==> config.mk <==
export PLATFORM = sky130hd
export DESIGN_NAME = period_match_timer
export DESIGN_NICKNAME = d
export VERILOG_FILES = /design/src/core/pmt_pkg.sv /design/src/core/pmt_tick_if.sv /design/src/core/pmt_prescaler.sv /design/src/core/period_match_timer.sv
export SDC_FILE = /design/constraint.sdc
export NUM_CORES = 1
export LEC_CHECK = 0
export BUFFER_PORTS_ARGS = -buffer_cell sky130_fd_sc_hd__buf_2
export CELL_PAD_IN_SITES_DETAIL_PLACEMENT = 1
export CELL_PAD_IN_SITES_GLOBAL_PLACEMENT = 1
export CORE_ASPECT_RATIO = 0.75
export CORE_MARGIN = 2
export CORE_UTILIZATION = 30
export DETAILED_ROUTE_END_ITERATION = 12
export PLACE_DENSITY_LB_ADDON = 0.25
export SLEW_MARGIN = 0
export SYNTH_ARGS = -nofsm -noshare
export SYNTH_HDL_FRONTEND = slang
export SYNTH_SLANG_ARGS = --single-unit
==> constraint.sdc <==
create_clock -name core_clk -period 5.9 [get_ports core_clk]
set_input_delay 0.295 -clock core_clk [delete_from_list [all_inputs] [get_ports core_clk]]
set_output_delay 0.295 -clock core_clk [all_outputs]
set_load 0.02 [all_outputs]
==> src/core/pmt_pkg.sv <==
// Package with register map, field layout and reset values of the period timer
//
// Notes on behaviour
// - Counter and period register are 8 bits.
// - Input clock is core clock divided by four.
// - Counter counts up from zero by one.
// - Prescaler divides input by 1, 4 or 16.
// - Prescale ratio 1:64 is also selectable.
// - Compare counter with period each cycle; flag equality.
// - After a match the counter reloads zero, postscaler advances.
// - Match pulse lasts one prescaled input period.
// - Software reads and writes counter and period anytime.
// - Reset clears counter, sets period to all ones.
// - Counter or control writes and resets clear scalers.
// - Postscaler offers ratios 1:1 through 1:16.
// - Postscaler completion sets sticky flag until cleared.
// - Interrupt reaches processor only while enabled.
// - Match output is synchronous to the system clock.
// - No counting while the processor sleeps.
// - Counter and period kept unchanged during sleep.
package pmt_pkg;
    // Register word offsets (byte addresses)
    localparam logic [3:0] ADDR_COUNTER = 4'h0;
    localparam logic [3:0] ADDR_LIMIT = 4'h4;
    localparam logic [3:0] ADDR_CONTROL = 4'h8;
    localparam logic [3:0] ADDR_IRQ_ENABLE = 4'hc;
    localparam logic [3:0] ADDR_IRQ_FLAGS = 4'h0;
    // Flags register sits at a separate word; upper nibble selects it
    localparam logic [4:0] WORD_COUNTER = 5'h00;
    localparam logic [4:0] WORD_LIMIT = 5'h01;
    localparam logic [4:0] WORD_CONTROL = 5'h02;
    localparam logic [4:0] WORD_IRQ_ENABLE = 5'h03;
    localparam logic [4:0] WORD_IRQ_FLAGS = 5'h04;
    // Field positions
    localparam int CTRL_PRESCALE_LSB = 0;
    localparam int CTRL_ON_BIT = 2;
    localparam int CTRL_POSTSCALE_LSB = 3;
    localparam int IRQ_MATCH_BIT = 1;
    // Values after reset
    localparam logic [7:0] COUNTER_RESET = 8'h00;
    localparam logic [7:0] LIMIT_RESET = 8'hff;
    localparam logic [6:0] CONTROL_RESET = 7'h00;
    // Instruction clock is the core clock divided by four
    localparam int INSTR_CLOCK_DIV = 4;
    localparam logic [1:0] INSTR_DIV_LAST = 2'(INSTR_CLOCK_DIV - 1);
    // Prescale codes
    typedef enum logic [1:0] {
        PRE_DIV1 = 2'h0,
        PRE_DIV4 = 2'h1,
        PRE_DIV16 = 2'h2,
        PRE_DIV64 = 2'h3
    } pmt_prescale_type;
endpackage : pmt_pkg

==> src/core/pmt_tick_if.sv <==
// Interface carrying tick and scaler control between timer modules
`timescale 1ns/1ps
interface pmt_tick_if;
    logic instrTick;
    logic scalerClear;
    logic [1:0] prescaleSelect;
    logic prescaleTick;
    modport source (output instrTick, output scalerClear, output prescaleSelect,
        input prescaleTick);
    modport scaler (input instrTick, input scalerClear, input prescaleSelect,
        output prescaleTick);
endinterface : pmt_tick_if

==> src/core/pmt_prescaler.sv <==
// Prescaler producing one enable pulse per selected ratio of instruction ticks
`timescale 1ns/1ps
module pmt_prescaler #(
    parameter int WIDTH = 6
) (
    input wire logic core_clk,
    input wire logic resetn,
    pmt_tick_if.scaler tick
);
    logic [WIDTH-1:0] count_r;
    logic [WIDTH-1:0] count_nxt;
    logic [WIDTH-1:0] lastCount;

    // Terminal count per code: 0, 3, 15, 63
    assign lastCount = (tick.prescaleSelect == pmt_pkg::PRE_DIV1) ? WIDTH'(0) :
                       (tick.prescaleSelect == pmt_pkg::PRE_DIV4) ? WIDTH'(3) :
                       (tick.prescaleSelect == pmt_pkg::PRE_DIV16) ? WIDTH'(15) : WIDTH'(63);
    assign tick.prescaleTick = tick.instrTick && (count_r >= lastCount);
    assign count_nxt = tick.scalerClear ? '0 :
                       !tick.instrTick ? count_r :
                       tick.prescaleTick ? '0 : count_r + WIDTH'(1);

    // Cleared by counter or control writes and reset
    always_ff @(posedge core_clk or negedge resetn) begin
        if (!resetn) begin
            count_r <= '0;
        end else begin
            count_r <= count_nxt;
        end
    end
endmodule : pmt_prescaler

==> src/core/period_match_timer.sv <==
// Top of the 8-bit period match timer with Avalon-MM register slave
`timescale 1ns/1ps
module period_match_timer #(
    parameter int WIDTH = 8
) (
    input wire logic core_clk,
    input wire logic resetn,
    input wire logic [4:0] avsAddress,
    input wire logic avsRead,
    input wire logic avsWrite,
    input wire logic [31:0] avsWritedata,
    input wire logic [3:0] avsByteenable,
    output logic [31:0] avsReaddata,
    output logic avsWaitrequest,
    input wire logic sleepMode,
    output logic periodMatchPulse,
    output logic matchIrq
);
    pmt_tick_if tick ();

    logic [WIDTH-1:0] periodCounter_r;
    logic [WIDTH-1:0] periodCounter_nxt;
    logic [WIDTH-1:0] periodLimit_r;
    logic [WIDTH-1:0] periodLimit_nxt;
    logic [6:0] control_r;
    logic [6:0] control_nxt;
    logic matchIrqEnable_r;
    logic matchIrqFlag_r;
    logic matchIrqFlag_nxt;
    logic [1:0] instrDiv_r;
    logic [3:0] postCount_r;
    logic [3:0] postCount_nxt;
    logic matchPulse_r;
    logic [31:0] readData_r;
    logic readDone_r;

    // Decoded register bus access
    logic lane0;
    logic wrCounter;
    logic wrLimit;
    logic wrControl;
    logic wrEnable;
    logic wrFlags;
    logic timerOn;
    logic [1:0] prescaleSelect;
    logic [3:0] postscaleSelect;
    logic countStep;
    logic isMatch;
    logic postDone;
    logic [31:0] readMux;

    // Write strobe for one word; every operand is an argument so the
    // continuous assignments that call it re-evaluate on each of them
    function automatic logic writeHit(
        input logic wrReq,
        input logic laneOn,
        input logic [4:0] addr,
        input logic [4:0] word
    );
        return wrReq && laneOn && (addr == word);
    endfunction : writeHit

    assign lane0 = avsByteenable[0];
    assign wrCounter = writeHit(avsWrite, lane0, avsAddress, pmt_pkg::WORD_COUNTER);
    assign wrLimit = writeHit(avsWrite, lane0, avsAddress, pmt_pkg::WORD_LIMIT);
    assign wrControl = writeHit(avsWrite, lane0, avsAddress, pmt_pkg::WORD_CONTROL);
    assign wrEnable = writeHit(avsWrite, lane0, avsAddress, pmt_pkg::WORD_IRQ_ENABLE);
    assign wrFlags = writeHit(avsWrite, lane0, avsAddress, pmt_pkg::WORD_IRQ_FLAGS);

    // Control fields
    assign prescaleSelect = control_r[pmt_pkg::CTRL_PRESCALE_LSB +: 2];
    assign timerOn = control_r[pmt_pkg::CTRL_ON_BIT];
    assign postscaleSelect = control_r[pmt_pkg::CTRL_POSTSCALE_LSB +: 4];

    // Instruction clock enable: one pulse every four core cycles
    assign tick.instrTick = (instrDiv_r == pmt_pkg::INSTR_DIV_LAST) && timerOn && !sleepMode;
    assign tick.prescaleSelect = prescaleSelect;
    // Any counter or control write empties both scalers
    assign tick.scalerClear = wrCounter || wrControl;

    pmt_prescaler #(
        .WIDTH(6)
    ) u_prescaler (
        .core_clk(core_clk),
        .resetn(resetn),
        .tick(tick)
    );

    // Counting gated by on bit and sleep
    assign countStep = tick.prescaleTick;
    // Equality checked every cycle
    assign isMatch = (periodCounter_r == periodLimit_r);
    // Postscaler completes at N+1 matches
    assign postDone = countStep && isMatch && (postCount_r == postscaleSelect);

    // Counter: reload on prescaled tick after match, else increment
    assign periodCounter_nxt = wrCounter ? avsWritedata[WIDTH-1:0] :
                               !countStep ? periodCounter_r :
                               isMatch ? '0 : periodCounter_r + WIDTH'(1);
    assign periodLimit_nxt = wrLimit ? avsWritedata[WIDTH-1:0] : periodLimit_r;
    assign control_nxt = wrControl ? avsWritedata[6:0] : control_r;
    assign postCount_nxt = tick.scalerClear ? 4'h0 :
                           !(countStep && isMatch) ? postCount_r :
                           postDone ? 4'h0 : postCount_r + 4'h1;
    // Set wins over a software clear in the same cycle
    assign matchIrqFlag_nxt = postDone ? 1'b1 :
                              wrFlags ? avsWritedata[pmt_pkg::IRQ_MATCH_BIT] : matchIrqFlag_r;

    // Read data multiplexer, unmapped words read zero
    assign readMux = (avsAddress == pmt_pkg::WORD_COUNTER) ? 32'(periodCounter_r) :
                     (avsAddress == pmt_pkg::WORD_LIMIT) ? 32'(periodLimit_r) :
                     (avsAddress == pmt_pkg::WORD_CONTROL) ? 32'(control_r) :
                     (avsAddress == pmt_pkg::WORD_IRQ_ENABLE) ?
                         32'({matchIrqEnable_r, 1'b0}) :
                     (avsAddress == pmt_pkg::WORD_IRQ_FLAGS) ?
                         32'({matchIrqFlag_r, 1'b0}) : 32'h0000_0000;

    // Reads take one wait cycle; writes complete at once
    assign avsWaitrequest = avsRead && !readDone_r;
    assign avsReaddata = readData_r;

    // Match output held for one prescaled period, clocked by core clock
    assign periodMatchPulse = matchPulse_r;
    // Interrupt gated by enable
    assign matchIrq = matchIrqFlag_r && matchIrqEnable_r;

    // Instruction divider free-runs; it sets phase, not state
    always_ff @(posedge core_clk or negedge resetn) begin
        if (!resetn) begin
            instrDiv_r <= 2'h0;
        end else begin
            instrDiv_r <= instrDiv_r + 2'h1;
        end
    end

    // Timer registers; sleep only stops ticks so contents stay
    always_ff @(posedge core_clk or negedge resetn) begin
        if (!resetn) begin
            periodCounter_r <= pmt_pkg::COUNTER_RESET;
            periodLimit_r <= pmt_pkg::LIMIT_RESET;
            control_r <= pmt_pkg::CONTROL_RESET;
            postCount_r <= 4'h0;
        end else begin
            periodCounter_r <= periodCounter_nxt;
            periodLimit_r <= periodLimit_nxt;
            control_r <= control_nxt;
            postCount_r <= postCount_nxt;
        end
    end

    // Match pulse: raised at matching tick, dropped at the next tick
    always_ff @(posedge core_clk or negedge resetn) begin
        if (!resetn) begin
            matchPulse_r <= 1'b0;
        end else if (countStep) begin
            matchPulse_r <= isMatch;
        end else if (!timerOn) begin
            matchPulse_r <= 1'b0;
        end
    end

    // Interrupt enable and flag registers
    always_ff @(posedge core_clk or negedge resetn) begin
        if (!resetn) begin
            matchIrqEnable_r <= 1'b0;
            matchIrqFlag_r <= 1'b0;
        end else begin
            if (wrEnable) begin
                matchIrqEnable_r <= avsWritedata[pmt_pkg::IRQ_MATCH_BIT];
            end
            matchIrqFlag_r <= matchIrqFlag_nxt;
        end
    end

    // Read data captured in the wait cycle
    always_ff @(posedge core_clk or negedge resetn) begin
        if (!resetn) begin
            readData_r <= 32'h0000_0000;
            readDone_r <= 1'b0;
        end else begin
            readDone_r <= avsRead && !readDone_r;
            if (avsRead && !readDone_r) begin
                readData_r <= readMux;
            end
        end
    end
endmodule : period_match_timer

## After elaboration in Yosys (flattened, before gate mapping)

Index checks and enable logic that the tools add are counted.

| word-level totals | value |
|---|---|
| bits in registers | 71 |
| input bits | 46 |
| output and inout bits | 35 |

| operators by class | value |
|---|---|
| $add $sub $neg | 4 |
| magnitude comparators | 1 |
| eq/ne operators | 10 |
| mux-type cells | 21 |
| reductions and logical operators | 22 |

Operators with widths:

| cell | count |
|---|---|
| 8-bit two-way mux | 5 |
| 6-bit two-way mux | 6 |
| 1-bit logical AND | 13 |
| 4-bit two-way mux | 3 |
| 5-bit by 2-bit equality test with 1-bit output (second input constant) | 2 |
| 8-bit by 1-bit adder with 8-bit output (second input constant) | 1 |
| 8-bit equality test | 1 |
| 2-bit nonzero test | 4 |
| 7-bit two-way mux | 1 |
| 6-bit by 1-bit adder with 6-bit output (second input constant) | 1 |
| 6-bit >= comparator | 1 |
| 5-bit by 1-bit equality test with 1-bit output (second input constant) | 1 |
| 5-bit by 3-bit equality test with 1-bit output (second input constant) | 1 |
| 5-bit logical NOT | 1 |
| 4-bit by 1-bit adder with 4-bit output (second input constant) | 1 |
| 2-bit equality test (second input constant) | 2 |
| 4-bit equality test | 1 |
| 1-bit two-way mux | 4 |
| 2-bit two-way mux | 2 |
| 2-bit by 1-bit adder with 2-bit output (second input constant) | 1 |
| 2-bit by 1-bit equality test with 1-bit output (second input constant) | 1 |
| 1-bit logical NOT | 2 |
| 2-bit logical NOT | 1 |
| 2-bit by 1-bit != test with 1-bit output (second input constant) | 1 |
| 1-bit logical OR | 1 |

## Depth between registers and ports, before layout

| depth | value |
|---|---|
| depth after elaboration | 11 |
| gate-level depth with buffers | 9 |
| depth with buffers taken out | 8 |

## Cells and area by module

A second synthesis with hierarchy kept.

| second synthesis, totals | value |
|---|---|
| cells, all modules | 277 |
| area total of the unflattened synthesis | 2865.2 um2 |

Modules (own cells, without submodules):

| module | times used | cells each | area each (um2) |
|---|---|---|---|
| period_match_timer | 1 | 228 | 2382.3 |
| pmt_prescaler | 1 | 49 | 483.0 |

## Least setup slack after synthesis

Ideal clock, no wire load.

| timing | value |
|---|---|
| path kind | register to register |
| start | register control_r[1] |
| end | register postCount_r[2] |
| setup time | 0.141 ns |
| arrival | 1.880 ns |
| required time | 5.759 ns |
| path slack | 3.879 ns |
| stages on the path, launching flop included | 9 |
| buffers on the path | 1 |
| clock period less this slack | 2.021 ns |
| cells stage by stage | dfrtp_1 > or2_2 > ha_1 > nor2b_1 > o21ai_0 > a21oi_1 > clkbuf_1 > o31ai_1 > a21oi_1 |

| between the ends | value |
|---|---|
| cells in the longest elaborated chain, start to end | 11 |
| elaborated cells between the ends (all ways) | 14 |

Ends and longest elaborated chain:

| element | RTL line | source |
|---|---|---|
| from (decl) | period_match_timer.sv:25 | `logic [6:0] control_r;` |
| from (signal assigned) | period_match_timer.sv:141 | `control_r <= pmt_pkg::CONTROL_RESET;` |
| from (signal assigned) | period_match_timer.sv:146 | `control_r <= control_nxt;` |
| 2-bit equality test | pmt_prescaler.sv:17 | `(tick.prescaleSelect == pmt_pkg::PRE_DIV16) ? WIDTH'(15) : WIDTH'(63);` |
| 6-bit two-way mux | pmt_prescaler.sv:17 |  |
| 6-bit two-way mux | pmt_prescaler.sv:16 | `(tick.prescaleSelect == pmt_pkg::PRE_DIV4) ? WIDTH'(3) :` |
| 6-bit two-way mux (*) | pmt_prescaler.sv:15 | `assign lastCount = (tick.prescaleSelect == pmt_pkg::PRE_DIV1) ? WIDTH'(0) :` |
| 6-bit >= comparator (*) | pmt_prescaler.sv:18 | `assign tick.prescaleTick = tick.instrTick && (count_r >= lastCount);` |
| 1-bit logical AND (*) | pmt_prescaler.sv:18 |  |
| 1-bit logical AND (*) | period_match_timer.sv:94, period_match_timer.sv:103 |  |
| 1-bit logical AND | period_match_timer.sv:94 | `assign postDone = countStep && isMatch && (postCount_r == postscaleSelect);` |
| 4-bit two-way mux | period_match_timer.sv:104 | `postDone ? 4'h0 : postCount_r + 4'h1;` |
| 4-bit two-way mux | period_match_timer.sv:103 | `!(countStep && isMatch) ? postCount_r :` |
| 4-bit two-way mux | period_match_timer.sv:102 | `assign postCount_nxt = tick.scalerClear ? 4'h0 :` |
| to (signal assigned) | period_match_timer.sv:147 | `postCount_r <= postCount_nxt;` |
| to (decl) | period_match_timer.sv:31 | `logic [3:0] postCount_r;` |

Every way passes the cells marked *; elsewhere a longest branch is shown, timed or not. The select of a mux whose other input is x is not followed.
A chain may end at the register's enable or synchronous reset.

## Worst setup path after layout

| timing | value |
|---|---|
| start | register control_r[1] |
| end | register postCount_r[0] |

Same word-level chain as after synthesis.

==> results.cfg <==
[outcome]
status = complete, no violations

[critical_path]
path_class = reg2reg
path_max_fanout = 13
cp.required_ps = 6110
arrival_ps = 2940
endpoint_kind = register
cp-start-kind = register

[sta]
timing.final.crit_share = 0.463
relSlewSlack = 0.220
rsz0062_at_grt = false
clock_skew_ps = 6.30
setup_viol = 0
worst_slew_pin_slew_ps = 1170
min_period_ps = 2730
finalHoldViolations = 0
finalMaxSlewViolations = 0
max_freq_mhz = 366
fin_tns_setup_ps = 0

[synthesis]
synth_area_leaders = dfrtp_1 (35%), dfstp_2 (7.5%), buf_4 (6.4%)
yosys_register_bits = 47
synth_largest_area_cell = dfrtp_1
avgSynthCellArea_um2 = 9.85
synth_edf_count = 0
seq_area_frac_synth = 0.421
yosys_warnings = 0
async_flop_share = 1.00
synth.distinct_cells = 49
synth_flop_cell = dfrtp_1
syn_inst = 286
synth_top_area_frac = 0.346
syn_area_um2 = 2820

[cts]
cts_buffer_depth = 2
ctsResizeCount = 0
cts-root-buf = clkbuf_16
postCtsSetupRepairBufs = 0
cts.sink_count = 47
cts_buffers = 5
cts_tree = done
insertion_delay_ps = 280
cts.clk_slew.worst_paths_ps = 60
htree_levels = 2
cts_hold_buf = 0

[drt]
wl_per_cell_um = 16.0
vias = 2171
drc_errors = 0
antenna_left = 0
via_per_inst = 4.95
drt_wl_total_mm = 7.03
drtIter0Drc = 138
dr.pass1.iters = 4

[floorplan]
initial_core_util = 0.310
rows = 30
fp.dieArea_um2 = 10200
dieWidth_um = 116
die_h_um = 87.9
core-area_um2 = 9080
ios = 81

[place]
hpwl_mm = 5.14
gp_congestion = 0.813
place_area_um2 = 2980
portBuffers = 29

[final_layout]
postLayoutCellArea_um2 = 3130
drive_gt1_frac = 0.228
diodes = 0
nets = 366
area_growth_pct = 11.2

[power]
peakVddDrop_uv = 113
powerDensity_nw_per_um2 = 294
leakage_nw = 1.48

[global_route]
overflow = 0
grt_pass1_vias = 2111
antenna_found_initial = 0
grt_pass1_wl_mm = 11.3
track_usage = 0.144
grt_max_degree = 48

[flow_run]
maxCapViolations = 0

[hold_path]
hold_path.class = in2async
[kinds of logic (layout without fill, tap and decap cells)]
group | count (synthesis) | count (layout) | synth area share
compound gates | 60 | 60 | 0.141
xor+xnor | 15 | 15 | 0.0466
fa+ha+maj | 10 | 10 | 0.0444
buf+inv | 45 | 47 | 0.0968
flops | 47 | 47 | 0.421
mux | 17 | 17 | 0.0675
other cells | 1 | 24 | 0.00133
simple gates | 91 | 91 | 0.181
[per-stage QoR]
stage                     power, W  cells  hold slack, ps  setup WS, ps  utilization
after floorplan           0.000572    309          -0.591          3880            -
after global placement    0.000620    431             412          3230        0.328
after detailed placement  0.000628    431             423          3150        0.328
after CTS                 0.000934    439             143          3130        0.345
after global routing      0.000982    439             169          2950        0.345
final                     0.000923    439             110          3170        0.345
[power breakdown]
group          internal (W)  switching, W
Combinational     0.0000772      0.000123
Clock              0.000181      0.000118
Sequential         0.000371     0.0000526
[registers in the layout, summed over array words and instances, names as in the netlist, 2 cells and up]
register,count
periodLimit_r,8
postCount_r,4
control_r,7
u_prescaler.count_r,6
periodCounter_r,8
avsReaddata,8
instrDiv_r,2
[worst max-delay path, cell delays in order, from the launching register on]
cell and delay (ps):
dfrtp_1 400, or2_2 330, ha_1 280, nor2b_1 100, o21ai_0 170, a21oi_1 930, o21ai_0 250, a21oi_1 170
[placed cells by master (no fill, tap or decap), drive strengths merged, types with 3 or more instances in the layout]
cell / instances
o21ai: 10
nand2: 19
a311oi: 3
nor2: 21
nor2b: 4
clkbuf: 8
nor4: 3
nor3: 10
a31oi: 3
conb: 24
nand4: 6
buf: 30
mux2: 16
a21oi: 24
o2111a: 3
xor2: 11
nand3: 10
and2: 3
and3: 4
dfstp: 8
a222oi: 6
inv: 9
ha: 10
dfrtp: 39
xnor2: 4
[path summary, 6_finish.rpt]
kind | start | endpoint | slack (ps) | cells after the start
worst max-delay path | control_r[1] | postCount_r[0] | 3170 | 7
worst min-delay path | resetn | u_prescaler.count_r[1] | 110 | 2
worst max register to register | control_r[1] | postCount_r[0] | 3170 | 7
worst min register to register | instrDiv_r[0] | instrDiv_r[0] | 420 | 1
max in group asynchronous | resetn | avsReaddata[2] | 5380 | 2
min in group core_clk | avsWritedata[5] | control_r[5] | 270 | 2
[cell type report]
| type | count | area [µm²] |
|---|---|---|
| repair buffers | 30 | 153 |
| multi-input cells | 217 | 1450 |
| clock buffers | 8 | 156 |
| fillers | 1061 | 5950 |
| inverters | 9 | 33.8 |
| flip-flops and latches | 47 | 1190 |
| well taps | 128 | 160 |
[synthesized netlist by cell type, types with 2 or more instances]
cell type   n
mux2_2     16
clkbuf_1    6
dfrtp_1    39
a41oi_1     2
a21oi_1    24
nor3_2      2
nand3_1    10
and2_1      3
o2111a_1    3
or2_2       2
dfstp_2     8
nor2_1     21
and3_1      4
o21ai_0    10
xor2_1     11
ha_1       10
nand2_1    16
nor3_1      6
nand4_1     6
inv_1       9
xnor2_1     4
nor2b_1     4
nand2b_1    2
or3_1       2
nor3_4      2
a222oi_1    6
nand2_2     2
a31oi_1     3
nor4_1      3
nand4b_1    2
a311oi_1    3
buf_2       5
buf_4      24
[layer usage]
layer / up-vias / wire length [µm] / track usage / part of all wire
met2: 56 / 3030 / 0.219 / 0.43
met4: 0 / 49 / 0.0260 / 0.0070
met5: - / 0 / 0 / 0
met1: 1077 / 3580 / 0.215 / 0.51
met3: 7 / 375 / 0.0263 / 0.053
li1: 1031 / - / - / -
No activity file was read; power rests on OpenSTA's default activity.
